[config.mk]
export PLATFORM = sky130hd
export DESIGN_NAME = ldo_top
export DESIGN_NICKNAME = d
export VERILOG_FILES = /design/src/pkg/ldo_pkg.sv /design/src/rtl/ldo_lock_counter.sv /design/src/rtl/ldo_top.sv
export VERILOG_INCLUDE_DIRS = /design/src /design/src/pkg
export SDC_FILE = /design/constraint.sdc
export NUM_CORES = 1
export LEC_CHECK = 0
export BUFFER_PORTS_ARGS = -buffer_cell sky130_fd_sc_hd__buf_2
export CELL_PAD_IN_SITES_DETAIL_PLACEMENT = 1
export CELL_PAD_IN_SITES_GLOBAL_PLACEMENT = 2
export CORE_MARGIN = 2
export CORE_UTILIZATION = 35
export DETAILED_ROUTE_END_ITERATION = 8
export GPL_ROUTABILITY_DRIVEN = 0
export PLACE_DENSITY_LB_ADDON = 0.1
export SETUP_SLACK_MARGIN = 0.02
export SYNTH_ARGS = -nofsm -noshare
export SYNTH_HDL_FRONTEND = slang
export SYNTH_SLANG_ARGS = --single-unit
[constraint.sdc]
create_clock -name MCLK_I -period 4.2 [get_ports MCLK_I]
set_input_delay 0 -clock MCLK_I [delete_from_list [all_inputs] [get_ports MCLK_I]]
set_output_delay 0 -clock MCLK_I [all_outputs]
set_load 0.1 [all_outputs]
[src/pkg/ldo_map.svh]
`ifndef LDO_MAP_SVH
`define LDO_MAP_SVH

// ============================================================
// Register indexes (byte address is four times the index)
// ============================================================
`define LDO_IDX_LOCK_CFG     8'h07
`define LDO_IDX_ANA_CFG      8'h08
`define LDO_IDX_PIN_CFG      8'h0F
`define LDO_IDX_IRQ_STAT     8'h10
`define LDO_IDX_IRQ_MASK     8'h11
`define LDO_IDX_LD_STAT      8'h12

// ============================================================
// Reset values
// ============================================================
`define LDO_LOCK_CFG_RST     24'h200844
`define LDO_ANA_CFG_RST      24'h01BFFF
`define LDO_PIN_CFG_RST      24'h000000
`define LDO_IRQ_MASK_RST     3'h0

// ============================================================
// Field positions, lock detector configuration
// ============================================================
`define LDO_WINSEL_LSB       0
`define LDO_WINSEL_MSB       2
`define LDO_TDIV_LSB         5
`define LDO_TDIV_MSB         7
`define LDO_TSPD_LSB         8
`define LDO_TSPD_MSB         9
`define LDO_LD_EN_BIT        11
`define LDO_LD_MODE_BIT      14
`define LDO_TRAIN_BIT        20

// ============================================================
// Field positions, analog enable and pin configuration
// ============================================================
`define LDO_DRV_EN_BIT       5
`define LDO_BIAS_EN_BIT      10
`define LDO_HF_REF_BIT       21
`define LDO_LEVEL_BIT        22
`define LDO_ALWAYS_DRV_BIT   7

// ============================================================
// Interrupt bits
// ============================================================
`define LDO_IRQ_LOCKED_BIT   0
`define LDO_IRQ_LOST_BIT     1
`define LDO_IRQ_TRAINED_BIT  2

// ============================================================
// Timing
// ============================================================
`define LDO_CLK_PERIOD_PS    25000
`define LDO_TRAIN_TIME_NS    1000
`define LDO_TRAIN_CYCLES     ((`LDO_TRAIN_TIME_NS * 1000 + `LDO_CLK_PERIOD_PS - 1) / `LDO_CLK_PERIOD_PS)

`endif

[src/pkg/ldo_pkg.sv]
package ldo_pkg;

  // Lock detector sequencing states.
  typedef enum logic [1:0] {
    LDO_OFF,
    LDO_TRAIN,
    LDO_TRACK
  } ldo_state_t;

  // Decodes the window select into the consecutive count threshold.
  function automatic logic [15:0] ldo_win_count(input logic [2:0] sel);
    case (sel)
      3'h0:    ldo_win_count = 16'h0005;
      3'h1:    ldo_win_count = 16'h0020;
      3'h2:    ldo_win_count = 16'h0060;
      3'h3:    ldo_win_count = 16'h0100;
      3'h4:    ldo_win_count = 16'h0200;
      3'h5:    ldo_win_count = 16'h0800;
      3'h6:    ldo_win_count = 16'h2000;
      default: ldo_win_count = 16'hFFFF;
    endcase
  endfunction : ldo_win_count

  // Manual timer period in clocks, a power of two from divide and speed.
  function automatic logic [15:0] ldo_timer_period(input logic [2:0] div,
                                                   input logic [1:0] spd);
    logic [3:0] sh;
    sh = {1'b0, div} + {1'b0, spd, 1'b0};
    ldo_timer_period = 16'h0001 << sh;
  endfunction : ldo_timer_period

  // Merges written byte lanes into a 24-bit register.
  function automatic logic [23:0] ldo_merge(input logic [23:0] old,
                                            input logic [31:0] wd,
                                            input logic [3:0]  strb);
    logic [23:0] res;
    res = old;
    if (strb[0]) res[7:0]   = wd[7:0];
    if (strb[1]) res[15:8]  = wd[15:8];
    if (strb[2]) res[23:16] = wd[23:16];
    ldo_merge = res;
  endfunction : ldo_merge

endpackage : ldo_pkg

[src/rtl/ldo_lock_counter.sv]
`timescale 1ns/1ps

module ldo_lock_counter (
  input  wire logic        clk_i,
  input  wire logic        rst_i,
  input  wire logic        clear_i,
  input  wire logic        sample_i,
  input  wire logic        in_window_i,
  input  wire logic [15:0] threshold_i,
  output logic             locked_o
);

  logic [15:0] tally_reg;

  // ============================================================
  // Consecutive count tally
  // ============================================================
  // Tally and lock flag; the tally saturates so 65535 stays reachable.
  always_ff @(posedge clk_i) begin
    if (rst_i || clear_i) begin
      tally_reg <= 16'h0000;
      locked_o  <= 1'b0;
    end else if (sample_i) begin
      if (in_window_i) begin
        if (tally_reg + 16'h0001 >= threshold_i) begin
          locked_o <= 1'b1;
        end
        if (tally_reg != 16'hFFFF) begin
          tally_reg <= tally_reg + 16'h0001;
        end
      end else begin
        tally_reg <= 16'h0000;
        locked_o  <= 1'b0;
      end
    end
  end

endmodule : ldo_lock_counter

[src/rtl/ldo_top.sv]
`timescale 1ns/1ps
`include "ldo_map.svh"

module ldo_top
  import ldo_pkg::*;
#(
  parameter int ADDR_W = 8
) (
  input  wire logic              MCLK_I,
  input  wire logic              SYS_RST_I,
  input  wire logic [ADDR_W-1:0] S_AXI_AWADDR_I,
  input  wire logic              S_AXI_AWVALID_I,
  output logic                   S_AXI_AWREADY_O,
  input  wire logic [31:0]       S_AXI_WDATA_I,
  input  wire logic [3:0]        S_AXI_WSTRB_I,
  input  wire logic              S_AXI_WVALID_I,
  output logic                   S_AXI_WREADY_O,
  output logic [1:0]             S_AXI_BRESP_O,
  output logic                   S_AXI_BVALID_O,
  input  wire logic              S_AXI_BREADY_I,
  input  wire logic [ADDR_W-1:0] S_AXI_ARADDR_I,
  input  wire logic              S_AXI_ARVALID_I,
  output logic                   S_AXI_ARREADY_O,
  output logic [31:0]            S_AXI_RDATA_O,
  output logic [1:0]             S_AXI_RRESP_O,
  output logic                   S_AXI_RVALID_O,
  input  wire logic              S_AXI_RREADY_I,
  input  wire logic              CNT_STROBE_I,
  input  wire logic              CNT_IN_WINDOW_I,
  input  wire logic [2:0]        CHIP_ADDR_I,
  input  wire logic              CHIP_ADDR_VALID_I,
  input  wire logic              SDO_ACTIVE_I,
  input  wire logic              SDO_DATA_I,
  input  wire logic              EXT_VCO_I,
  output logic                   LOCK_SERIAL_OUT_PIN_O,
  output logic                   LOCK_SERIAL_OUT_PIN_OE_O,
  output logic                   SDO_LEVEL_3V_O,
  output logic                   PRESCALER_BIAS_EN_O,
  output logic                   HIGH_FREQ_REF_O,
  output logic                   LOCKED_O,
  output logic                   IRQ_O
);

  localparam logic [15:0] TRAIN_CYCLES = 16'(`LDO_TRAIN_CYCLES);

  // ============================================================
  // Declarations
  // ============================================================
  logic [23:0]       lock_cfg_reg;
  logic [23:0]       ana_cfg_reg;
  logic [23:0]       pin_cfg_reg;
  logic [2:0]        irq_stat_reg;
  logic [2:0]        irq_stat_next;
  logic [2:0]        irq_mask_reg;
  logic              aw_full_reg;
  logic              w_full_reg;
  logic [ADDR_W-1:0] awaddr_reg;
  logic [31:0]       wdata_reg;
  logic [3:0]        wstrb_reg;
  logic              do_write;
  logic [5:0]        widx;
  logic [5:0]        ridx;
  logic              wmapped;
  logic [31:0]       rd_value;
  logic              rmapped;
  logic              train_prev_reg;
  logic              train_start;
  ldo_state_t        state_reg;
  logic [15:0]       train_cnt_reg;
  logic [15:0]       timer_cnt_reg;
  logic              tick_pending_reg;
  logic              timer_tick;
  logic              sample_ok;
  logic              manual_mode;
  logic              locked;
  logic              locked_prev_reg;
  logic [2:0]        events;
  logic [2:0]        last_addr_reg;
  logic              drive_pin;

  assign manual_mode = ~lock_cfg_reg[`LDO_LD_MODE_BIT];

  // ============================================================
  // AXI4-Lite write channel
  // ============================================================
  // Address and data are taken independently; the response waits for both.
  assign S_AXI_AWREADY_O = ~aw_full_reg & ~S_AXI_BVALID_O;
  assign S_AXI_WREADY_O  = ~w_full_reg & ~S_AXI_BVALID_O;
  assign do_write        = aw_full_reg & w_full_reg & ~S_AXI_BVALID_O;
  assign widx            = awaddr_reg[7:2];

  // Write address and data holding registers.
  always_ff @(posedge MCLK_I) begin
    if (SYS_RST_I) begin
      aw_full_reg <= 1'b0;
      w_full_reg  <= 1'b0;
      awaddr_reg  <= '0;
      wdata_reg   <= 32'h00000000;
      wstrb_reg   <= 4'h0;
    end else begin
      if (S_AXI_AWVALID_I && S_AXI_AWREADY_O) begin
        aw_full_reg <= 1'b1;
        awaddr_reg  <= S_AXI_AWADDR_I;
      end else if (do_write) begin
        aw_full_reg <= 1'b0;
      end
      if (S_AXI_WVALID_I && S_AXI_WREADY_O) begin
        w_full_reg <= 1'b1;
        wdata_reg  <= S_AXI_WDATA_I;
        wstrb_reg  <= S_AXI_WSTRB_I;
      end else if (do_write) begin
        w_full_reg <= 1'b0;
      end
    end
  end

  // Write decode; unmapped offsets answer with a decode error.
  always_comb begin
    case ({2'b00, widx})
      `LDO_IDX_LOCK_CFG, `LDO_IDX_ANA_CFG, `LDO_IDX_PIN_CFG,
      `LDO_IDX_IRQ_STAT, `LDO_IDX_IRQ_MASK, `LDO_IDX_LD_STAT: wmapped = 1'b1;
      default:                                                wmapped = 1'b0;
    endcase
  end

  // Write response.
  always_ff @(posedge MCLK_I) begin
    if (SYS_RST_I) begin
      S_AXI_BVALID_O <= 1'b0;
      S_AXI_BRESP_O  <= 2'b00;
    end else if (do_write) begin
      S_AXI_BVALID_O <= 1'b1;
      S_AXI_BRESP_O  <= wmapped ? 2'b00 : 2'b11;
    end else if (S_AXI_BREADY_I) begin
      S_AXI_BVALID_O <= 1'b0;
    end
  end

  // ============================================================
  // Configuration registers
  // ============================================================
  // Register writes; reserved bits of the three 24-bit registers are stored as written and read back, the mask keeps only bits 2:0.
  always_ff @(posedge MCLK_I) begin
    if (SYS_RST_I) begin
      lock_cfg_reg <= `LDO_LOCK_CFG_RST;
      ana_cfg_reg  <= `LDO_ANA_CFG_RST;
      pin_cfg_reg  <= `LDO_PIN_CFG_RST;
      irq_mask_reg <= `LDO_IRQ_MASK_RST;
    end else if (do_write) begin
      case ({2'b00, widx})
        `LDO_IDX_LOCK_CFG: lock_cfg_reg <= ldo_merge(lock_cfg_reg, wdata_reg, wstrb_reg);
        `LDO_IDX_ANA_CFG:  ana_cfg_reg  <= ldo_merge(ana_cfg_reg, wdata_reg, wstrb_reg);
        `LDO_IDX_PIN_CFG:  pin_cfg_reg  <= ldo_merge(pin_cfg_reg, wdata_reg, wstrb_reg);
        `LDO_IDX_IRQ_MASK: begin
          if (wstrb_reg[0]) irq_mask_reg <= wdata_reg[2:0];
        end
        default: begin
        end
      endcase
    end
  end

  // ============================================================
  // AXI4-Lite read channel
  // ============================================================
  assign S_AXI_ARREADY_O = ~S_AXI_RVALID_O;
  assign ridx            = S_AXI_ARADDR_I[7:2];

  // Read mux; unmapped offsets read zero.
  always_comb begin
    rmapped  = 1'b1;
    rd_value = 32'h00000000;
    case ({2'b00, ridx})
      `LDO_IDX_LOCK_CFG: rd_value = {8'h00, lock_cfg_reg};
      `LDO_IDX_ANA_CFG:  rd_value = {8'h00, ana_cfg_reg};
      `LDO_IDX_PIN_CFG:  rd_value = {8'h00, pin_cfg_reg};
      `LDO_IDX_IRQ_STAT: rd_value = {29'h0, irq_stat_reg};
      `LDO_IDX_IRQ_MASK: rd_value = {29'h0, irq_mask_reg};
      `LDO_IDX_LD_STAT:  rd_value = {28'h0, state_reg == LDO_TRAIN, drive_pin,
                                     state_reg == LDO_TRACK, locked};
      default:           rmapped  = 1'b0;
    endcase
  end

  // Read data come from a register and stand until taken.
  always_ff @(posedge MCLK_I) begin
    if (SYS_RST_I) begin
      S_AXI_RVALID_O <= 1'b0;
      S_AXI_RDATA_O  <= 32'h00000000;
      S_AXI_RRESP_O  <= 2'b00;
    end else if (S_AXI_ARVALID_I && S_AXI_ARREADY_O) begin
      S_AXI_RVALID_O <= 1'b1;
      S_AXI_RDATA_O  <= rd_value;
      S_AXI_RRESP_O  <= rmapped ? 2'b00 : 2'b11;
    end else if (S_AXI_RREADY_I) begin
      S_AXI_RVALID_O <= 1'b0;
    end
  end

  // ============================================================
  // Lock detector sequencing
  // ============================================================
  // rising edge trigger
  assign train_start = lock_cfg_reg[`LDO_TRAIN_BIT] & ~train_prev_reg;

  // Previous training bit, so a steady level never retriggers.
  always_ff @(posedge MCLK_I) begin
    if (SYS_RST_I) begin
      train_prev_reg <= 1'b0;
    end else begin
      train_prev_reg <= lock_cfg_reg[`LDO_TRAIN_BIT];
    end
  end

  // State machine; training holds the tally cleared for a fixed time.
  always_ff @(posedge MCLK_I) begin
    if (SYS_RST_I) begin
      state_reg     <= LDO_OFF;
      train_cnt_reg <= 16'h0000;
    end else if (!lock_cfg_reg[`LDO_LD_EN_BIT]) begin
      state_reg <= LDO_OFF;
    end else begin
      case (state_reg)
        LDO_OFF: begin
          state_reg <= LDO_TRACK;
        end
        LDO_TRAIN: begin
          if (train_cnt_reg == 16'h0001) begin
            state_reg <= LDO_TRACK;
          end
          train_cnt_reg <= train_cnt_reg - 16'h0001;
        end
        LDO_TRACK: begin
          if (train_start) begin
            state_reg     <= LDO_TRAIN;
            train_cnt_reg <= TRAIN_CYCLES;
          end
        end
        default: begin
          state_reg <= LDO_OFF;
        end
      endcase
    end
  end

  // ============================================================
  // Manual mode sampling timer
  // ============================================================
  // timer only in manual mode
  assign timer_tick = manual_mode &&
                      (timer_cnt_reg >= ldo_timer_period(lock_cfg_reg[`LDO_TDIV_MSB:`LDO_TDIV_LSB],
                                                        lock_cfg_reg[`LDO_TSPD_MSB:`LDO_TSPD_LSB])
                                        - 16'h0001);

  // Free-running timer; a shorter period gives faster but noisier decisions.
  always_ff @(posedge MCLK_I) begin
    if (SYS_RST_I || !manual_mode || timer_tick) begin
      timer_cnt_reg <= 16'h0000;
    end else begin
      timer_cnt_reg <= timer_cnt_reg + 16'h0001;
    end
  end

  // Tick pending flag; a new tick wins over consumption.
  always_ff @(posedge MCLK_I) begin
    if (SYS_RST_I || !manual_mode) begin
      tick_pending_reg <= 1'b0;
    end else if (timer_tick) begin
      tick_pending_reg <= 1'b1;
    end else if (CNT_STROBE_I) begin
      tick_pending_reg <= 1'b0;
    end
  end

  assign sample_ok = (state_reg == LDO_TRACK) && CNT_STROBE_I &&
                     (!manual_mode || tick_pending_reg);

  ldo_lock_counter u_counter (
    .clk_i       (MCLK_I),
    .rst_i       (SYS_RST_I),
    .clear_i     (state_reg != LDO_TRACK),
    .sample_i    (sample_ok),
    .in_window_i (CNT_IN_WINDOW_I),
    .threshold_i (ldo_win_count(lock_cfg_reg[`LDO_WINSEL_MSB:`LDO_WINSEL_LSB])),
    .locked_o    (locked)
  );

  // ============================================================
  // Interrupts
  // ============================================================
  assign events = {(state_reg == LDO_TRAIN) && (train_cnt_reg == 16'h0001),
                   locked_prev_reg & ~locked,
                   locked & ~locked_prev_reg};

  // Sticky status, write one to clear; an event in the clearing cycle wins.
  always_comb begin
    irq_stat_next = irq_stat_reg;
    if (do_write && ({2'b00, widx} == `LDO_IDX_IRQ_STAT) && wstrb_reg[0]) begin
      irq_stat_next = irq_stat_reg & ~wdata_reg[2:0];
    end
    irq_stat_next = irq_stat_next | events;
  end

  // Status register and lock edge history.
  always_ff @(posedge MCLK_I) begin
    if (SYS_RST_I) begin
      irq_stat_reg    <= 3'h0;
      locked_prev_reg <= 1'b0;
      IRQ_O           <= 1'b0;
    end else begin
      irq_stat_reg    <= irq_stat_next;
      locked_prev_reg <= locked;
      IRQ_O           <= |(irq_stat_next & irq_mask_reg);
    end
  end

  // ============================================================
  // Shared lock / serial-out pin
  // ============================================================
  // Most recent chip address seen by the serial port.
  always_ff @(posedge MCLK_I) begin
    if (SYS_RST_I) begin
      last_addr_reg <= 3'h0;
    end else if (CHIP_ADDR_VALID_I) begin
      last_addr_reg <= CHIP_ADDR_I;
    end
  end

  assign drive_pin = ana_cfg_reg[`LDO_DRV_EN_BIT] &&
                     (pin_cfg_reg[`LDO_ALWAYS_DRV_BIT] || (last_addr_reg == 3'h0));

  // Registered pin and analog controls, so nothing glitches at the pads.
  always_ff @(posedge MCLK_I) begin
    if (SYS_RST_I) begin
      LOCK_SERIAL_OUT_PIN_O    <= 1'b0;
      LOCK_SERIAL_OUT_PIN_OE_O <= 1'b0;
      SDO_LEVEL_3V_O           <= 1'b0;
      PRESCALER_BIAS_EN_O      <= 1'b0;
      HIGH_FREQ_REF_O          <= 1'b0;
      LOCKED_O                 <= 1'b0;
    end else begin
      LOCK_SERIAL_OUT_PIN_O    <= SDO_ACTIVE_I ? SDO_DATA_I : locked;
      LOCK_SERIAL_OUT_PIN_OE_O <= drive_pin;
      SDO_LEVEL_3V_O           <= ana_cfg_reg[`LDO_LEVEL_BIT];
      PRESCALER_BIAS_EN_O      <= ana_cfg_reg[`LDO_BIAS_EN_BIT] & EXT_VCO_I;
      HIGH_FREQ_REF_O          <= ana_cfg_reg[`LDO_HF_REF_BIT];
      LOCKED_O                 <= locked;
    end
  end

endmodule : ldo_top

## After elaboration in Yosys (flattened, before gate mapping)

Index checks and enable logic that the tools add are counted.

- Order comparisons: 2
- Muxes and demuxes: 26
- Reduce and logical (&&, ||, !) cells: 42
- Add/sub/neg operators: 5
- Shift-type cells: 1
- Bitwise logic cells: 21
- Equal/unequal tests: 27

Operators with widths:

| kind | count |
|---|---|
| case mux 24 bit (6 select lines) | 1 |
| case mux 16 bit (7 select lines) | 1 |
| 2-to-1 mux 16 bit | 3 |
| == test 6 x 5 -> 1 bit (second input constant) | 6 |
| AND reduction 3 bit | 11 |
| adder 16 x 1 -> 16 bit (second input constant) | 2 |
| greater-or-equal comparator 16 bit | 2 |
| case mux 16 bit (2 select lines) | 1 |
| subtractor 16 x 1 -> 16 bit (second input constant) | 2 |
| == test 6 x 4 -> 1 bit (second input constant) | 4 |
| == test 16 x 1 -> 1 bit (second input constant) | 1 |
| inequality test 16 bit (second input constant) | 1 |
| left shift 1 x 4 -> 16 bit (first input constant) | 1 |
| 2-to-1 mux 1 bit | 14 |
| == test 6 x 3 -> 1 bit (second input constant) | 2 |
| nonzero test 2 bit | 6 |
| OR reduction 6 bit | 2 |
| logical AND 1 bit | 10 |
| == test 3 bit (second input constant) | 3 |
| NOT 1 bit | 9 |
| bitwise AND 1 bit | 8 |
| 2-to-1 mux 2 bit | 4 |
| bitwise AND 3 bit | 2 |
| == test 3 x 2 -> 1 bit (second input constant) | 2 |
| other kinds (16) | 26 |

- Word-level logic and storage cells: 160
- Output and inout bits: 48
- Register bits: 216
- Input bits: 68

## Depth between registers and ports, before layout

- Word-level depth: 8
- Gate-level depth with buffers: 20

## Cells and area by module

Synthesis repeated with hierarchy kept, for this count alone.

- Cell total of the unflattened synthesis: 1133
- Area, all modules: 9858.2 um2

By module, submodules not included:

| module | area each (um2) | cells each | times used |
|---|---|---|---|
| ldo_top | 8339.2 | 954 | 1 |
| ldo_lock_counter | 1519.0 | 179 | 1 |

## Worst setup path before layout

Ideal clock, no wire load.

- Path type: reg-to-reg
- Start point: register lock_cfg_reg[6]
- End point: register timer_cnt_reg[10]
- Path buffers: 3
- Cell stages (with the launch flop): 21
- Path slack: 366 ps
- Setup time: 132 ps
- Arrival time: 3702 ps
- Cells stage by stage: dfxtp_1 -> ha_1 -> inv_1 -> fa_1 -> and2_1 -> clkbuf_1 -> nand3b_1 -> ha_1 -> nor2_1 -> nand2_1 -> nand2_1 -> a21oi_1 -> o21a_1 -> ha_1 -> and3_1 -> and3_1 -> and4_1 -> a21o_1 -> clkbuf_1 -> clkbuf_1 -> nor3_1

- Cells in the longest elaborated chain, start to end: 6

Ends and longest elaborated chain:

| what | line | source |
|---|---|---|
| from (decl) | ldo_top.sv:49 | `logic [23:0] lock_cfg_reg;` |
| from (signal assigned) | ldo_top.sv:145 | `` lock_cfg_reg <= `LDO_LOCK_CFG_RST; `` |
| from (signal assigned) | ldo_top.sv:151 | `` `LDO_IDX_LOCK_CFG: lock_cfg_reg <= ldo_merge(lock_cfg_reg, wdata_reg, wstrb_reg); `` |
| adder 3 x 3 -> 4 bit | ldo_pkg.sv:28 | `sh = {1'b0, div} + {1'b0, spd, 1'b0};` |
| left shift 1 x 4 -> 16 bit | ldo_pkg.sv:29 | `ldo_timer_period = 16'h0001 << sh;` |
| subtractor 16 x 1 -> 16 bit | ldo_top.sv:251 | `` (timer_cnt_reg >= ldo_timer_period(lock_cfg_reg[`LDO_TDIV_MSB:`LDO_TDIV_LSB], `` |
| greater-or-equal comparator 16 bit | ldo_top.sv:251 |  |
| logical AND 1 bit | ldo_top.sv:250 | `assign timer_tick = manual_mode &&` |
| logical OR 1 bit | ldo_top.sv:257 | `if (SYS_RST_I \|\| !manual_mode \|\| timer_tick) begin` |
| to (signal assigned) | ldo_top.sv:260 | `timer_cnt_reg <= timer_cnt_reg + 16'h0001;` |
| to (decl) | ldo_top.sv:70 | `logic [15:0] timer_cnt_reg;` |

Every way passes these cells.
A chain may end at the register's enable or synchronous reset.

## Worst setup path after layout

- Start point: register lock_cfg_reg[8]
- End point: register tick_pending_reg

- Cells in the longest elaborated chain, start to end: 6
- Elaborated cells on any way between the ends: 7

Ends and longest elaborated chain:

| what | line | source |
|---|---|---|
| adder 3 x 3 -> 4 bit * | ldo_pkg.sv:28 |  |
| left shift 1 x 4 -> 16 bit * | ldo_pkg.sv:29 |  |
| subtractor 16 x 1 -> 16 bit * | ldo_top.sv:251 |  |
| greater-or-equal comparator 16 bit * | ldo_top.sv:251 |  |
| logical AND 1 bit * | ldo_top.sv:250 |  |
| 2-to-1 mux 1 bit / nonzero test 2 bit (equally long branches) | n/a |  |
| to (signal assigned) | ldo_top.sv:267 | `tick_pending_reg <= 1'b0;` |
| to (signal assigned) | ldo_top.sv:269 | `tick_pending_reg <= 1'b1;` |
| to (signal assigned) | ldo_top.sv:271 | `tick_pending_reg <= 1'b0;` |
| to (decl) | ldo_top.sv:71 | `logic tick_pending_reg;` |

Every way passes the cells marked *; elsewhere a longest branch is shown, timed or not.

==> metrics <==
die area 29,420 um^2; I/O Pins 116; DRC 0; area of the core 27,710 um^2; Critical Path RT 4.62 ns; IO Port Bufs 94; Via density 4.970; Die Width 171.5 um; final setup TNS 0 ns; H-Tree Depth 1; Slew HR 30.66%; Gate Count Post-Synth 1,157; Worst-Margin Slew 1.038 ns; final instance count without filler cells 1,661; Lkg Pwr 4.763 nW; final net count 1,377; status complete, no violations; Hold Path Cell Cnt 4; reg-to-reg critical path startpoint lock_cfg_reg[8]$_SDFFE_PP0P_; Clk pin slew, worst setup/hold paths 0.06 ns; Main synth FF type dfxtp_1; Hold Vio Cnt, Final 0; critical path class reg -> reg; wirelength, routed 27,230 um; latest clock arrival within the worst-skew pair 0.53 ns; power density over the cells 378.5 nW/um^2; Congestion Overflow GR 0; FF+latch count, synth 204; DP Cell Count 1,568; n_diodes 0; Worst Hold Path EP S_AXI_RDATA_O[3]$_SDFFE_PP0P_; min cycle time layout 3.767 ns; synthesized area 9821 um^2; post-CTS setup buffer count 0; CTS max path bufs 3; worst hold slack 0.06517 ns; Post-synth EDFFs 0; Syn. warnings 0; pin count of the biggest net entering global routing 90; Critical Path AT 4.19 ns; ys async rst share 0%; post-route cell area 11,820 um^2; total clock sinks 204; initial DRC count 453; Hold Path Class in -> reg; TritonCTS clock tree yes; Pre-Repair DR Iteration Count 4; worst-path fanout max 17; Post-DP Area 10,520 um^2; Worst setup EP type register; CTS root buf clkbuf_16; CTS buffer count 25; Synth Area per Inst 8.488 um^2; Hold Startpoint S_AXI_ARADDR_I[4]; vias in the first global route 8,133; DR vias 8,255; most common cell after layout, fill and taps aside dfxtp_1; Overall Global Routing Usage 18.61%; Setup violations, final 0; antenna violation net count after detailed routing 0; path depth of the worst reg2reg path 17; antenna violations before repair 0; post-detail-place hpwl 18,820 um; Die Y 171.5 um; RSZ-0062 raised after global routing false; RR Endpoint tick_pending_reg$_SDFFE_PP0P_; worst reg-to-reg setup slack 0.43 ns; initial cell density of the core 35.45%; worst vdd ir 0.0002461 V; Worst Clk Skew 0.01611 ns; max-cap viol count 0; layout cells sized above 1 12.94%; startpoint types register; Rows 61; Syn-to-layout area delta 20.33%; most frequent cells in the layout dfxtp_1 (204), nor2_1 (160), nand2_1 (131); first-pass GRT wire length 43,840 um; fin. max-slew vios 0; Tcrit/Tclk final 89.70%; wire per inst 16.40 um; Cell variety after synth 69; Peak Freq 0.2654 GHz; register area share after synthesis 41.58%
-- per-layer routing --
| metal | wire (um) | vias to the layer above | global-route usage, % |
|---|---|---|---|
| li1 | - | 4195 | - |
| met1 | 14340 | 3921 | 27.75 |
| met2 | 11660 | 124 | 28.92 |
| met3 | 985 | 15 | 2.416 |
| met4 | 246 | 0 | 3.095 |
| met5 | 0 | - | 0 |
-- worst max-delay path, stage by stage, from the launching register on --
cell and delay [ns]:
dfxtp_1 0.37, ha_1 0.16, inv_1 0.05, fa_1 0.49, and2_1 0.22, nand3b_1 0.12, ha_1 0.23, nor2_1 0.27
nand2_1 0.09, nand2_1 0.07, a21oi_1 0.06, o21a_1 0.19, ha_1 0.28, and3_1 0.15, and3_1 0.19, and4_1 0.19
a21o_2 0.31, o21a_1 0.22
-- layout make-up --
| cell class | count | area (um^2) |
|---|---|---|
| sequential | 204 | 4084 |
| inverter | 40 | 150.1 |
| fill | 3342 | 15890 |
| multi-input combinational | 843 | 5270 |
| timing repair buffer | 156 | 1071 |
| tap | 378 | 473.0 |
| clock buffer | 34 | 699.4 |
| clock inverter | 6 | 70.07 |
-- cells by family (layout without fill, tap and decap cells) --
logic type,after synthesis,after routing,synth area share [%]
buf+inv,117,236,5.032
compound gates,207,207,13.06
simple gates,456,456,22.27
fa+ha+maj,39,39,5.045
other cells,2,9,0.07647
mux,90,90,9.186
flops,204,204,41.58
xor+xnor,42,42,3.746
-- stage by stage --
step / utilization [%] / worst slack [ns] / power, W
6_report: 42.65 / 0.4325 / 0.004473
5_1_grt: 42.65 / 0.1054 / 0.004667
4_1_cts: 42.65 / 0.2531 / 0.004545
3_5_place_dp: 37.96 / 0.3006 / 0.002412
3_3_place_gp: 37.96 / 0.3703 / 0.002410
2_1_floorplan: - / 0.3663 / 0.002316
-- synth_stat cells (all sizes together) (2+ instances only) --
cell | count | share of area, %
o21a | 4 | 0.31
and3 | 5 | 0.32
or2 | 5 | 0.32
nor2 | 163 | 6.5
a41o | 2 | 0.20
o21ai | 45 | 2.3
nand2b | 9 | 0.57
a221oi | 4 | 0.36
conb | 2 | 0.076
nand4 | 7 | 0.45
inv | 40 | 1.5
clkbuf | 49 | 1.9
nand3 | 34 | 2.0
a21o | 7 | 0.54
a31oi | 5 | 0.32
or4b | 3 | 0.34
xnor2 | 24 | 2.1
xor2 | 18 | 1.6
nor3b | 6 | 0.56
and2 | 8 | 0.51
ha | 38 | 4.8
nor4 | 9 | 0.64
nor2b | 17 | 1.1
a211o | 21 | 1.9
dfxtp | 204 | 42
o22ai | 5 | 0.32
or3 | 5 | 0.32
buf | 28 | 1.6
nor4b | 3 | 0.27
nand2 | 131 | 5.0
and4 | 2 | 0.18
or4 | 5 | 0.42
nor3 | 33 | 1.9
mux2i | 89 | 9.1
and3b | 3 | 0.27
a221o | 2 | 0.20
nand3b | 6 | 0.46
a211oi | 4 | 0.31
o211ai | 4 | 0.31
a22oi | 4 | 0.31
a311oi | 4 | 0.36
a21oi | 87 | 4.4
-- worst max path at each step --
stage	cells after the start	to	from	slack, ns
finish	17	tick_pending_reg$_SDFFE_PP0P_	lock_cfg_reg[8]$_SDFFE_PP0P_	0.43
global route	17	timer_cnt_reg[7]$_SDFF_PP0_	lock_cfg_reg[8]$_SDFFE_PP0P_	0.11
CTS	17	timer_cnt_reg[11]$_SDFF_PP0_	lock_cfg_reg[8]$_SDFFE_PP0P_	0.25
detailed placement	17	timer_cnt_reg[11]$_SDFF_PP0_	lock_cfg_reg[6]$_SDFFE_PP1P_	0.30
global placement	17	timer_cnt_reg[15]$_SDFF_PP0_	lock_cfg_reg[8]$_SDFFE_PP0P_	0.37
floorplan	20	timer_cnt_reg[10]$_SDFF_PP0_	lock_cfg_reg[6]$_SDFFE_PP1P_	0.37
-- power by group --
part | total (W) | internal, W | switching [W]
Sequential | 0.00202 | 0.00197 | 0.0000468
Combinational | 0.000387 | 0.000118 | 0.000269
Clock | 0.00207 | 0.00122 | 0.000846
-- timing repair --
action,in CTS,in global routing
hold buffers,53,0
endpoints found under the hold margin,72,0
gates resized for setup,0,1
setup endpoints to repair,0,17
Power figures use the tool's default switching activity.
